==> config.mk <==
export PLATFORM = sky130hd
export DESIGN_NAME = ppsi_port_regs
export DESIGN_NICKNAME = d
export VERILOG_FILES = /design/src/core/ppsi_pkg.sv /design/src/core/ppsi_port_regs.sv /design/src/core/ppsi_sat_counter.sv /design/src/core/ppsi_sticky_flags.sv
export SDC_FILE = /design/constraint.sdc
export NUM_CORES = 1
export LEC_CHECK = 0
export ABC_AREA = 1
export BUFFER_PORTS_ARGS = -buffer_cell sky130_fd_sc_hd__buf_2
export CAP_MARGIN = 10
export CORE_ASPECT_RATIO = 0.9
export CORE_MARGIN = 1.5
export CORE_UTILIZATION = 45
export DETAILED_ROUTE_END_ITERATION = 10
export HOLD_SLACK_MARGIN = 0.08
export PLACE_DENSITY = 0.76
export SYNTH_ARGS = -nofsm -noshare
export SYNTH_HDL_FRONTEND = slang
export SYNTH_SLANG_ARGS = --single-unit
export TNS_END_PERCENT = 20
==> constraint.sdc <==
create_clock -name pclk -period 4.3 [get_ports pclk]
set_input_delay 0.43 -clock pclk [delete_from_list [all_inputs] [get_ports pclk]]
set_output_delay 0.43 -clock pclk [all_outputs]
set_load 0.005 [all_outputs]
==> src/core/ppsi_pkg.sv <==
// constants and carrier types of the per-port status and event register bank
package ppsi_pkg;

    ////////////////////////////////////////////////////////////////////////////
    // register indices, byte address is four times the index
    localparam logic [9:0]  IDX_LINK_STATUS   = 10'h126;
    localparam logic [9:0]  IDX_SYM_ERR_COUNT = 10'h12A;
    localparam logic [9:0]  IDX_EVENT_CTRL    = 10'h136;
    localparam logic [9:0]  IDX_XOVER         = 10'h138;
    localparam logic [9:0]  IDX_IRQ_STATUS    = 10'h140;
    localparam logic [9:0]  IDX_IRQ_MASK      = 10'h141;

    ////////////////////////////////////////////////////////////////////////////
    // field positions
    localparam int LS_GIG_BIT   = 1;
    localparam int LS_FAST_BIT  = 0;
    localparam int NUM_EVENTS   = 8;
    localparam int EN_SHIFT     = 8;
    localparam int EV_JABBER    = 7;
    localparam int EV_RX_ERROR  = 6;
    localparam int EV_PAGE_RX   = 5;
    localparam int EV_PAR_FAULT = 4;
    localparam int EV_LP_ACK    = 3;
    localparam int EV_LINK_DOWN = 2;
    localparam int EV_REM_FAULT = 1;
    localparam int EV_LINK_UP   = 0;
    localparam int XO_FORCE_BIT = 7;
    localparam int XO_OFF_BIT   = 6;

    ////////////////////////////////////////////////////////////////////////////
    // reset values
    localparam logic [15:0] XOVER_RST  = 16'h2400;
    localparam logic [15:0] CNT_RST    = 16'h0000;
    localparam logic [7:0]  EN_RST     = 8'h00;
    localparam logic [7:0]  FLAGS_RST  = 8'h00;
    localparam logic [7:0]  MASK_RST   = 8'h00;
    localparam logic [31:0] RDATA_RST  = 32'h0000_0000;

    ////////////////////////////////////////////////////////////////////////////
    // carriers
    typedef struct packed {
        logic gig_up;
        logic fast_up;
    } ppsi_link_t;

    typedef struct packed {
        logic jabber;
        logic rx_error;
        logic page_rx;
        logic par_det_fault;
        logic lp_ack;
        logic remote_fault;
    } ppsi_phy_events_t;

endpackage : ppsi_pkg

==> src/core/ppsi_port_regs.sv <==
// per-port link status, error counter, event and crossover registers on apb
//
// Behaviour
// read-only status word: bit 1 gigabit link up, bit 0 100 Mb/s link up
// 16-bit errored-frame counter, resets to zero, cleared when software reads it
// bit 15 enables jabber interrupt, flag bit 7, enable resets disabled
// bit 14 enables receive-error interrupt, flag bit 6, resets disabled
// bit 13 enables page-received interrupt, flag bit 5, resets disabled
// bit 12 enables parallel-detect-fault interrupt, flag bit 4, resets disabled
// bit 11 enables link-partner-acknowledge interrupt, flag bit 3, resets disabled
// bit 10 enables link-down interrupt, flag bit 2 on link loss
// bit 9 enables remote-fault interrupt, flag bit 1, resets disabled
// bit 8 enables link-up interrupt, flag bit 0 on link gain
// flags 7:0 read-only, reset 0, latch events, clear on read
// crossover-disable bit 6 stops automatic mdi/mdi-x resolution, resets to 0
// while crossover disabled, bit 7 forces mdi when 1, mdi-x when 0
// flags latch regardless of enable; request while any enabled flag set
// counter saturates at maximum, counts each errored frame once
`timescale 1ns/1ps
`default_nettype none
module ppsi_port_regs #(
    parameter int ADDR_W = 12
) (
    input  wire logic                      pclk,
    input  wire logic                      presetn,
    input  wire logic                      psel,
    input  wire logic                      penable,
    input  wire logic                      pwrite,
    input  wire logic [ADDR_W-1:0]         paddr,
    input  wire logic [31:0]               pwdata,
    output logic      [31:0]               prdata,
    output logic                           pready,
    output logic                           pslverr,
    input  wire ppsi_pkg::ppsi_link_t       link_status,
    input  wire ppsi_pkg::ppsi_phy_events_t phy_events,
    input  wire logic                      sym_err_frame,
    input  wire logic                      auto_mdi_straight,
    output logic                           auto_crossover_en,
    output logic                           forced_straight_select,
    output logic                           mdi_straight_sel,
    output logic                           port_irq_req,
    output logic                           irq
);

    ////////////////////////////////////////////////////////////////////////////
    // address decode

    function automatic logic idx_hit(input logic [ADDR_W-1:0] a, input logic [9:0] idx);
        return (a[1:0] == 2'b00) && (a[ADDR_W-1:2] == (ADDR_W-2)'(idx));
    endfunction : idx_hit

    wire logic hit_link   = idx_hit(paddr, ppsi_pkg::IDX_LINK_STATUS);
    wire logic hit_cnt    = idx_hit(paddr, ppsi_pkg::IDX_SYM_ERR_COUNT);
    wire logic hit_ctrl   = idx_hit(paddr, ppsi_pkg::IDX_EVENT_CTRL);
    wire logic hit_xover  = idx_hit(paddr, ppsi_pkg::IDX_XOVER);
    wire logic hit_status = idx_hit(paddr, ppsi_pkg::IDX_IRQ_STATUS);
    wire logic hit_mask   = idx_hit(paddr, ppsi_pkg::IDX_IRQ_MASK);
    wire logic mapped     = hit_link | hit_cnt | hit_ctrl | hit_xover | hit_status | hit_mask;

    wire logic setup_ph   = psel & ~penable;
    wire logic access_ph  = psel & penable;
    wire logic wr_ok      = access_ph & pwrite & mapped;
    wire logic rd_ok      = access_ph & ~pwrite & mapped;

    wire logic wr_ctrl    = wr_ok & hit_ctrl;
    wire logic wr_xover   = wr_ok & hit_xover;
    wire logic wr_status  = wr_ok & hit_status;
    wire logic wr_mask    = wr_ok & hit_mask;
    wire logic rd_ctrl    = rd_ok & hit_ctrl;
    wire logic rd_cnt     = rd_ok & hit_cnt;

    // zero wait states, unmapped or misaligned answers with an error
    assign pready  = 1'b1;
    assign pslverr = access_ph & ~mapped;

    ////////////////////////////////////////////////////////////////////////////
    // link edges

    logic link_prev_reg;
    wire logic link_any = link_status.gig_up | link_status.fast_up;

    always_ff @(posedge pclk or negedge presetn) begin
        if (!presetn) begin
            link_prev_reg <= 1'b0;
        end else begin
            link_prev_reg <= link_any;
        end
    end

    ////////////////////////////////////////////////////////////////////////////
    // event vector

    logic [ppsi_pkg::NUM_EVENTS-1:0] ev_vec;

    assign ev_vec[ppsi_pkg::EV_JABBER]    = phy_events.jabber;
    assign ev_vec[ppsi_pkg::EV_RX_ERROR]  = phy_events.rx_error;
    assign ev_vec[ppsi_pkg::EV_PAGE_RX]   = phy_events.page_rx;
    assign ev_vec[ppsi_pkg::EV_PAR_FAULT] = phy_events.par_det_fault;
    assign ev_vec[ppsi_pkg::EV_LP_ACK]    = phy_events.lp_ack;
    // link loss edge
    assign ev_vec[ppsi_pkg::EV_LINK_DOWN] = link_prev_reg & ~link_any;
    assign ev_vec[ppsi_pkg::EV_REM_FAULT] = phy_events.remote_fault;
    // link gain edge
    assign ev_vec[ppsi_pkg::EV_LINK_UP]   = link_any & ~link_prev_reg;

    ////////////////////////////////////////////////////////////////////////////
    // read data register, captured in setup phase

    logic [31:0] prdata_reg;
    logic [31:0] prdata_next;
    logic [15:0] cnt_val;
    logic [7:0]  en_reg;
    logic [7:0]  ev_flags;
    logic [15:0] xover_reg;
    logic [7:0]  irq_status;
    logic [7:0]  mask_reg;

    // link status word
    wire logic [15:0] link_word = {14'h0000, link_status.gig_up, link_status.fast_up};
    wire logic [15:0] ctrl_word = {en_reg, ev_flags};

    always_comb begin
        prdata_next = ppsi_pkg::RDATA_RST;
        if (hit_link) begin
            prdata_next = {16'h0000, link_word};
        end else if (hit_cnt) begin
            prdata_next = {16'h0000, cnt_val};
        end else if (hit_ctrl) begin
            prdata_next = {16'h0000, ctrl_word};
        end else if (hit_xover) begin
            prdata_next = {16'h0000, xover_reg};
        end else if (hit_status) begin
            prdata_next = {24'h00_0000, irq_status};
        end else if (hit_mask) begin
            prdata_next = {24'h00_0000, mask_reg};
        end
    end

    always_ff @(posedge pclk or negedge presetn) begin
        if (!presetn) begin
            prdata_reg <= ppsi_pkg::RDATA_RST;
        end else if (setup_ph && !pwrite) begin
            prdata_reg <= prdata_next;
        end
    end

    assign prdata = prdata_reg;

    ////////////////////////////////////////////////////////////////////////////
    // errored-frame counter

    // clear on read, R15 saturate
    ppsi_sat_counter #(
        .WIDTH   (16),
        .RST_VAL (ppsi_pkg::CNT_RST)
    ) u_sym_err_cnt (
        .pclk    (pclk),
        .presetn (presetn),
        .inc     (sym_err_frame),
        .clr     (rd_cnt),
        .sub     (prdata_reg[15:0]),
        .count   (cnt_val)
    );

    ////////////////////////////////////////////////////////////////////////////
    // event enables and read-clear flags

    logic [7:0] en_next;
    // enable byte write
    assign en_next = wr_ctrl ? pwdata[ppsi_pkg::EN_SHIFT +: 8] : en_reg;

    // enable byte storage
    always_ff @(posedge pclk or negedge presetn) begin
        if (!presetn) begin
            en_reg <= ppsi_pkg::EN_RST;
        end else begin
            en_reg <= en_next;
        end
    end

    // clear only what the read returned
    wire logic [7:0] flag_clr = rd_ctrl ? prdata_reg[7:0] : 8'h00;

    // latch independent of enable
    ppsi_sticky_flags #(
        .WIDTH   (8),
        .RST_VAL (ppsi_pkg::FLAGS_RST)
    ) u_ev_flags (
        .pclk    (pclk),
        .presetn (presetn),
        .set     (ev_vec),
        .clr     (flag_clr),
        .flags   (ev_flags)
    );

    // port request
    assign port_irq_req = |(ev_flags & en_reg);

    ////////////////////////////////////////////////////////////////////////////
    // write-one-to-clear status and mask for the summary interrupt

    wire logic [7:0] status_clr = wr_status ? pwdata[7:0] : 8'h00;

    ppsi_sticky_flags #(
        .WIDTH   (8),
        .RST_VAL (ppsi_pkg::FLAGS_RST)
    ) u_irq_status (
        .pclk    (pclk),
        .presetn (presetn),
        .set     (ev_vec),
        .clr     (status_clr),
        .flags   (irq_status)
    );

    logic [7:0] mask_next;
    assign mask_next = wr_mask ? pwdata[7:0] : mask_reg;

    always_ff @(posedge pclk or negedge presetn) begin
        if (!presetn) begin
            mask_reg <= ppsi_pkg::MASK_RST;
        end else begin
            mask_reg <= mask_next;
        end
    end

    assign irq = |(irq_status & mask_reg);

    ////////////////////////////////////////////////////////////////////////////
    // crossover override

    logic [15:0] xover_next;
    logic        mdi_sel_reg;
    logic        mdi_sel_next;
    assign xover_next = wr_xover ? pwdata[15:0] : xover_reg;

    always_ff @(posedge pclk or negedge presetn) begin
        if (!presetn) begin
            xover_reg <= ppsi_pkg::XOVER_RST;
        end else begin
            xover_reg <= xover_next;
        end
    end

    // crossover disable
    assign auto_crossover_en      = ~xover_reg[ppsi_pkg::XO_OFF_BIT];
    assign forced_straight_select = xover_reg[ppsi_pkg::XO_FORCE_BIT];
    // forced mode only while auto off
    assign mdi_sel_next = auto_crossover_en ? auto_mdi_straight : forced_straight_select;

    always_ff @(posedge pclk or negedge presetn) begin
        if (!presetn) begin
            mdi_sel_reg <= 1'b0;
        end else begin
            mdi_sel_reg <= mdi_sel_next;
        end
    end

    assign mdi_straight_sel = mdi_sel_reg;
endmodule : ppsi_port_regs
`default_nettype wire

==> src/core/ppsi_sat_counter.sv <==
// saturating event counter with subtract-on-clear
`timescale 1ns/1ps
`default_nettype none
module ppsi_sat_counter #(
    parameter int               WIDTH   = 16,
    parameter logic [WIDTH-1:0] RST_VAL = '0
) (
    input  wire logic             pclk,
    input  wire logic             presetn,
    input  wire logic             inc,
    input  wire logic             clr,
    input  wire logic [WIDTH-1:0] sub,
    output logic      [WIDTH-1:0] count
);

    localparam logic [WIDTH-1:0] MAX_VAL = '1;

    logic [WIDTH-1:0] count_reg;
    logic [WIDTH-1:0] base;
    logic [WIDTH-1:0] count_next;

    // only the value software saw is removed, later frames survive
    assign base       = clr ? WIDTH'(count_reg - sub) : count_reg;
    assign count_next = (inc && (base != MAX_VAL)) ? WIDTH'(base + 1'b1) : base;

    always_ff @(posedge pclk or negedge presetn) begin
        if (!presetn) begin
            count_reg <= RST_VAL;
        end else begin
            count_reg <= count_next;
        end
    end

    assign count = count_reg;

endmodule : ppsi_sat_counter
`default_nettype wire

==> src/core/ppsi_sticky_flags.sv <==
// bank of sticky flags, set wins over clear
`timescale 1ns/1ps
`default_nettype none
module ppsi_sticky_flags #(
    parameter int               WIDTH   = 8,
    parameter logic [WIDTH-1:0] RST_VAL = '0
) (
    input  wire logic             pclk,
    input  wire logic             presetn,
    input  wire logic [WIDTH-1:0] set,
    input  wire logic [WIDTH-1:0] clr,
    output logic      [WIDTH-1:0] flags
);

    genvar gi;
    generate
        for (gi = 0; gi < WIDTH; gi++) begin : g_flag
            logic flag_reg;
            logic flag_next;
            assign flag_next = set[gi] | (flag_reg & ~clr[gi]);
            always_ff @(posedge pclk or negedge presetn) begin
                if (!presetn) begin
                    flag_reg <= RST_VAL[gi];
                end else begin
                    flag_reg <= flag_next;
                end
            end
            assign flags[gi] = flag_reg;
        end
    endgenerate

endmodule : ppsi_sticky_flags
`default_nettype wire

## Word level (Yosys, flattened, before mapping)

Index checks and enable logic that the tools add are counted.

- Add/subtract/negate cells: 2
- Equal/unequal tests: 7
- Bitwise operators: 77
- Muxes and demuxes: 11
- Reduce and logical (&&, ||, !) cells: 12

Operators by type and width:

| kind | number |
|---|---|
| $mux W16 | 4 |
| $mux W32 | 2 |
| $eq A10 B9 Y1 const B | 6 |
| $mux W8 | 4 |
| $and A1 B1 Y1 | 31 |
| $not A1 Y1 | 22 |
| $or A1 B1 Y1 | 22 |
| $add A16 B1 Y16 const B | 1 |
| $and A8 B8 Y8 | 2 |
| $ne A16 B16 Y1 const B | 1 |
| $reduce_or A8 Y1 | 2 |
| $sub A16 B16 Y16 | 1 |
| $logic_and A1 B1 Y1 | 8 |
| $logic_not A2 Y1 | 1 |
| $logic_not A1 Y1 | 1 |
| $mux W1 | 1 |

- Input bits: 59
- Output and inout bits: 39
- Register bits after elaboration: 98

## Depth between registers and ports, before layout

- Depth in word-level cells: 13
- Gate-level depth with buffers: 20
- Depth with buffers taken out: 20

## Cells and area by module

Synthesis repeated with hierarchy kept, for this count alone.

- Cell total of the unflattened synthesis: 966
- Area total of the unflattened synthesis: 6396.1 um^2

By module, submodules not included:

| module | times used | cells each | sequential area each (um^2) | area each (um^2) |
|---|---|---|---|---|
| ppsi_port_regs | 1 | 451 | 1253.7 | 3209.3 |
| ppsi_sat_counter | 1 | 419 | 400.4 | 2426.1 |
| ppsi_sticky_flags | 2 | 48 | 200.2 | 380.4 |

## Worst setup path before layout

OpenSTA, ideal clock, no wires.

- Path type: register to register
- From: reg u_sym_err_cnt.count_reg[0] (netlist: u_sym_err_cnt.count[0])
- To: reg u_sym_err_cnt.count_reg[7] (netlist: u_sym_err_cnt.count[7])
- Period minus slack after synthesis: 2.500 ns
- Slack: 1.800 ns
- Cell stages (with the launch flop): 20
- Arrival time: 2.383 ns
- Path buffers: 1
- Library setup time: 0.117 ns
- Cell sequence: dfrtp_1 > inv_1 > ha_1 > inv_1 > fa_1 > nand3_1 > nand2_1 > nand2_1 > nand2_1 > nand2_1 > nand2_1 > nand2_1 > nand2_1 > nand2_1 > o21ai_1 > nor2_1 > nand3_4 > buf_2 > nand3_1 > nand2_1

- Word-level cells in the longest chain between the ends: 5
- Elaborated cells on any way between the ends: 6
- Those cells by class: add/sub: 2; eq/ne: 1; mux: 2; reduce/logical: 1

Ends and longest elaborated chain:

| item | line | source |
|---|---|---|
| start, declared | ppsi_sat_counter.sv:18 | `logic [WIDTH-1:0] count_reg;` |
| start signal, assigned | ppsi_sat_counter.sv:30 | `count_reg <= count_next;` |
| $sub A16 B16 Y16 | ppsi_sat_counter.sv:23 | `assign base = clr ? WIDTH'(count_reg - sub) : count_reg;` |
| $mux W16 * | ppsi_sat_counter.sv:23 |  |
| parallel branches: the longest is 2 deep, another holds $add A16 B1 Y16 | -- |  |
| $mux W16 * | ppsi_sat_counter.sv:24 | `assign count_next = (inc && (base != MAX_VAL)) ? WIDTH'(base + 1'b1) : base;` |
| net u_sym_err_cnt.count_next[7] | ppsi_sat_counter.sv:20 | `logic [WIDTH-1:0] count_next;` |

Mark *: on every way through the listed nets, which the timed path passes.
A chain may end at the register's enable or synchronous reset.

## Worst setup path in the final report

- From: reg u_sym_err_cnt.count_reg[0] (netlist: u_sym_err_cnt.count[0])
- To: reg u_sym_err_cnt.count_reg[9] (netlist: u_sym_err_cnt.count[9])

The elaborated chain is that of the path after synthesis.

==> impl_metrics.env <==
export IMPL_grt_met2_usage=0.388
export IMPL_yosys_most_used_dff="dfrtp_1"
export IMPL_tightest_slew_ns=0.669
export IMPL_synth_seq_area_share=0.367
export IMPL_finalNetCount=951
export IMPL_placementRows=38
export IMPL_clk_latency_ns=0.34
export IMPL_cp_end_kind="register"
export IMPL_initial_core_util=0.464
export IMPL_synth_compound_area_share=0.127
export IMPL_fin_crit_ns=3.09
export IMPL_layout_commonest_cell="nand2_1"
export IMPL_synth_simple_area_share=0.320
export IMPL_fill_cells=1204
export IMPL_vias=5458
export IMPL_ys_warn_count=0
export IMPL_path_max_fanout=19
export IMPL_p_clk_frac=0.357
export IMPL_worstSetupPathType="reg -> reg"
export IMPL_avgSynthCellArea_um2=6.88
export IMPL_comb_power_share=0.291
export IMPL_antenna_cells=0
export IMPL_wl_um=14700
export IMPL_cp_data_required_time_ns=4.57
export IMPL_synth_edf_count=0
export IMPL_switching_share=0.344
export IMPL_antenna_found_initial=0
export IMPL_multi_input_area_um2=2870
export IMPL_die_area_um2=13100
export IMPL_status="complete, no violations"
export IMPL_hold_slack_ns=0.0898
export IMPL_totalPowerFinal_mw=2.33
export IMPL_grt_max_degree=44
export IMPL_p_switching_mw=0.803
export IMPL_clockBufferDepth=2
export IMPL_finalHoldViolCount=0
export IMPL_globalRouteMet3Util=0.0481
export IMPL_wl_per_cell_um=14.1
export IMPL_clock_sinks=82
export IMPL_use_met1=0.317
export IMPL_cts_buffers=9
export IMPL_muxShareOfSynthArea=0
export IMPL_grt_util_all_layers=0.236
export IMPL_die_y_um=109
export IMPL_register_area_um2=2050
export IMPL_first_pass_iters=5
export IMPL_synth_top_family_by_area="simple AND/OR/NAND/NOR gates"
export IMPL_cts_tree="built"
export IMPL_syn_inst=814
export IMPL_setup_tns_ns=0
export IMPL_period_share=0.717
export IMPL_first_global_vias=5163
export IMPL_power_density_nw_per_um2=369
export IMPL_vdd_ir_drop_max_mv=0.203
export IMPL_syn_area_um2=5600
export IMPL_grt_busiest_layer="met2"
export IMPL_intPower_mw=1.53
export IMPL_yosys_register_bits=82
export IMPL_dp_hpwl_um=11200
export IMPL_grt_pass1_wl_um=24500
export IMPL_grt_setup_unrepaired="false"
export IMPL_fp_dieW_um=121
export IMPL_drt_vias_per_instance=5.24
export IMPL_drv_cap=0
export IMPL_post_cts_buffers=0
export IMPL_arrival_ns=3.36
export IMPL_syn_to_final_growth_pct=12.9
export IMPL_fmax_ghz=0.324
export IMPL_h_tree_depth=3
export IMPL_ant_nets=0
export IMPL_worst_clock_skew_ns=0.00391
export IMPL_final_layout_size_suffix_gt1_frac=0.132
export IMPL_slew_violations=0
export IMPL_final_cell_mix="257 x nand2_1, 136 x inv_1, 80 x dfrtp_1"
export IMPL_hp_class="in -> async"
export IMPL_synth_cell_types=39
export IMPL_drc=0
export IMPL_grt_ovfl_total=0
export IMPL_synth_adder_area_share=0.0371
export IMPL_cts_resized=0
export IMPL_core_area_um2=12100
export IMPL_setup_viol=0
export IMPL_cts_root_buf="clkbuf_16"
export IMPL_start_kind="register"
export IMPL_slew_headroom=0.553
export IMPL_synth_xor_area_share=0.0156
export IMPL_hold_buffers=0
export IMPL_clk_pin_slew_worst_paths_ns=0.06
export IMPL_place_congestion=0.898
export IMPL_ioPinCount=98
export IMPL_ys_async_sr_fraction=1.00
export IMPL_io_buffers=64
export IMPL_p_seq_frac=0.352
export IMPL_initialDrtViolationCount=404
export IMPL_leakagePower_nw=3.24
-- synth_stat cells, types with 4 or more instances --
library cell,instances,area (um^2)
xor2_1,4,35.0
nand2_1,257,965
inv_1,136,510
nand3_1,60,300
o21ai_1,30,150
o21ai_0,40,200
nor2_1,36,135
ha_1,15,188
nor3_1,6,30.0
buf_4,19,143
o22ai_1,10,62.6
a21oi_1,17,85.1
inv_2,6,22.5
nor2_2,6,37.5
clkbuf_1,7,26.3
nand2_2,8,50.1
nand4_1,19,119
nor2_4,5,56.3
dfrtp_1,80,2000
o221ai_1,15,131
xnor2_1,6,52.6
-- area by class of cell --
type / count / share of cell area
Timing Repair Buffer: 67 / 0.0546
Clock inverter: 6 / 0.0142
Tap cell: 160 / 0.0317
Inverter: 143 / 0.0853
Multi-Input combinational cell: 573 / 0.453
Sequential cell: 82 / 0.325
Clock buffer: 10 / 0.0362
-- path summary, 6_finish.rpt --
path	from	to	slack, ns	cells after the start
worst min-delay path	presetn	u_sym_err_cnt.count[14]	0.09	1
min in group pclk	auto_mdi_straight	mdi_straight_sel	0.29	3
worst min register to register	xover_reg[13]	xover_reg[13]	0.48	2
max in group asynchronous	presetn	xover_reg[10]	3.26	2
worst max-delay path	u_sym_err_cnt.count[0]	u_sym_err_cnt.count[9]	1.21	19
worst max register to register	u_sym_err_cnt.count[0]	u_sym_err_cnt.count[9]	1.21	19
-- logic make-up after synthesis --
family,after synthesis
compound gates,122
flops,82
fa+ha+maj,16
other cells,2
xor+xnor,10
buf+inv,174
simple gates,408
-- per-stage QoR --
| stage | setup slack, ns | instance area (um^2) | instances | utilization |
|---|---|---|---|---|
| after global placement | 1.16 | 6000 | 1025 | 0.497 |
| after CTS | 1.24 | 6320 | 1041 | 0.524 |
| after detailed placement | 1.11 | 6000 | 1025 | 0.497 |
| final | 1.21 | 6320 | 1041 | 0.524 |
| after floorplan | 1.80 | 5660 | 829 | - |
| after global routing | 0.947 | 6320 | 1041 | 0.524 |
-- power groups by stage --
stage / Sequential (mW) / Combinational, mW / Clock, mW
after CTS: 0.822 / 0.666 / 0.844
after global routing: 0.825 / 0.785 / 0.873
final: 0.822 / 0.678 / 0.833
after global placement: 0.836 / 0.644 / 0
after detailed placement: 0.836 / 0.657 / 0
after floorplan: 0.826 / 0.515 / 0
-- worst max-delay path, stage by stage, from the launching register on --
cell     delay [ns]
dfrtp_1        0.40
inv_1          0.10
ha_1           0.15
inv_1          0.09
fa_1           0.47
nand3_1        0.13
nand2_1        0.09
nand2_1        0.10
nand2_1        0.09
nand2_1        0.09
nand2_1        0.05
nand2_1        0.06
nand2_1        0.05
nand2_1        0.05
o21ai_1        0.11
nor2_1         0.30
nand3_4        0.27
nand2_2        0.27
nand2_1        0.08
nand2_1        0.08
-- routing by layer --
layer  vias to the layer above  share of wire
met5                         -              0
met4                         0          0.016
met3                        19          0.077
met2                       209           0.45
met1                      2521           0.46
li1                       2709              -
No activity file was read; power rests on OpenSTA's default activity.
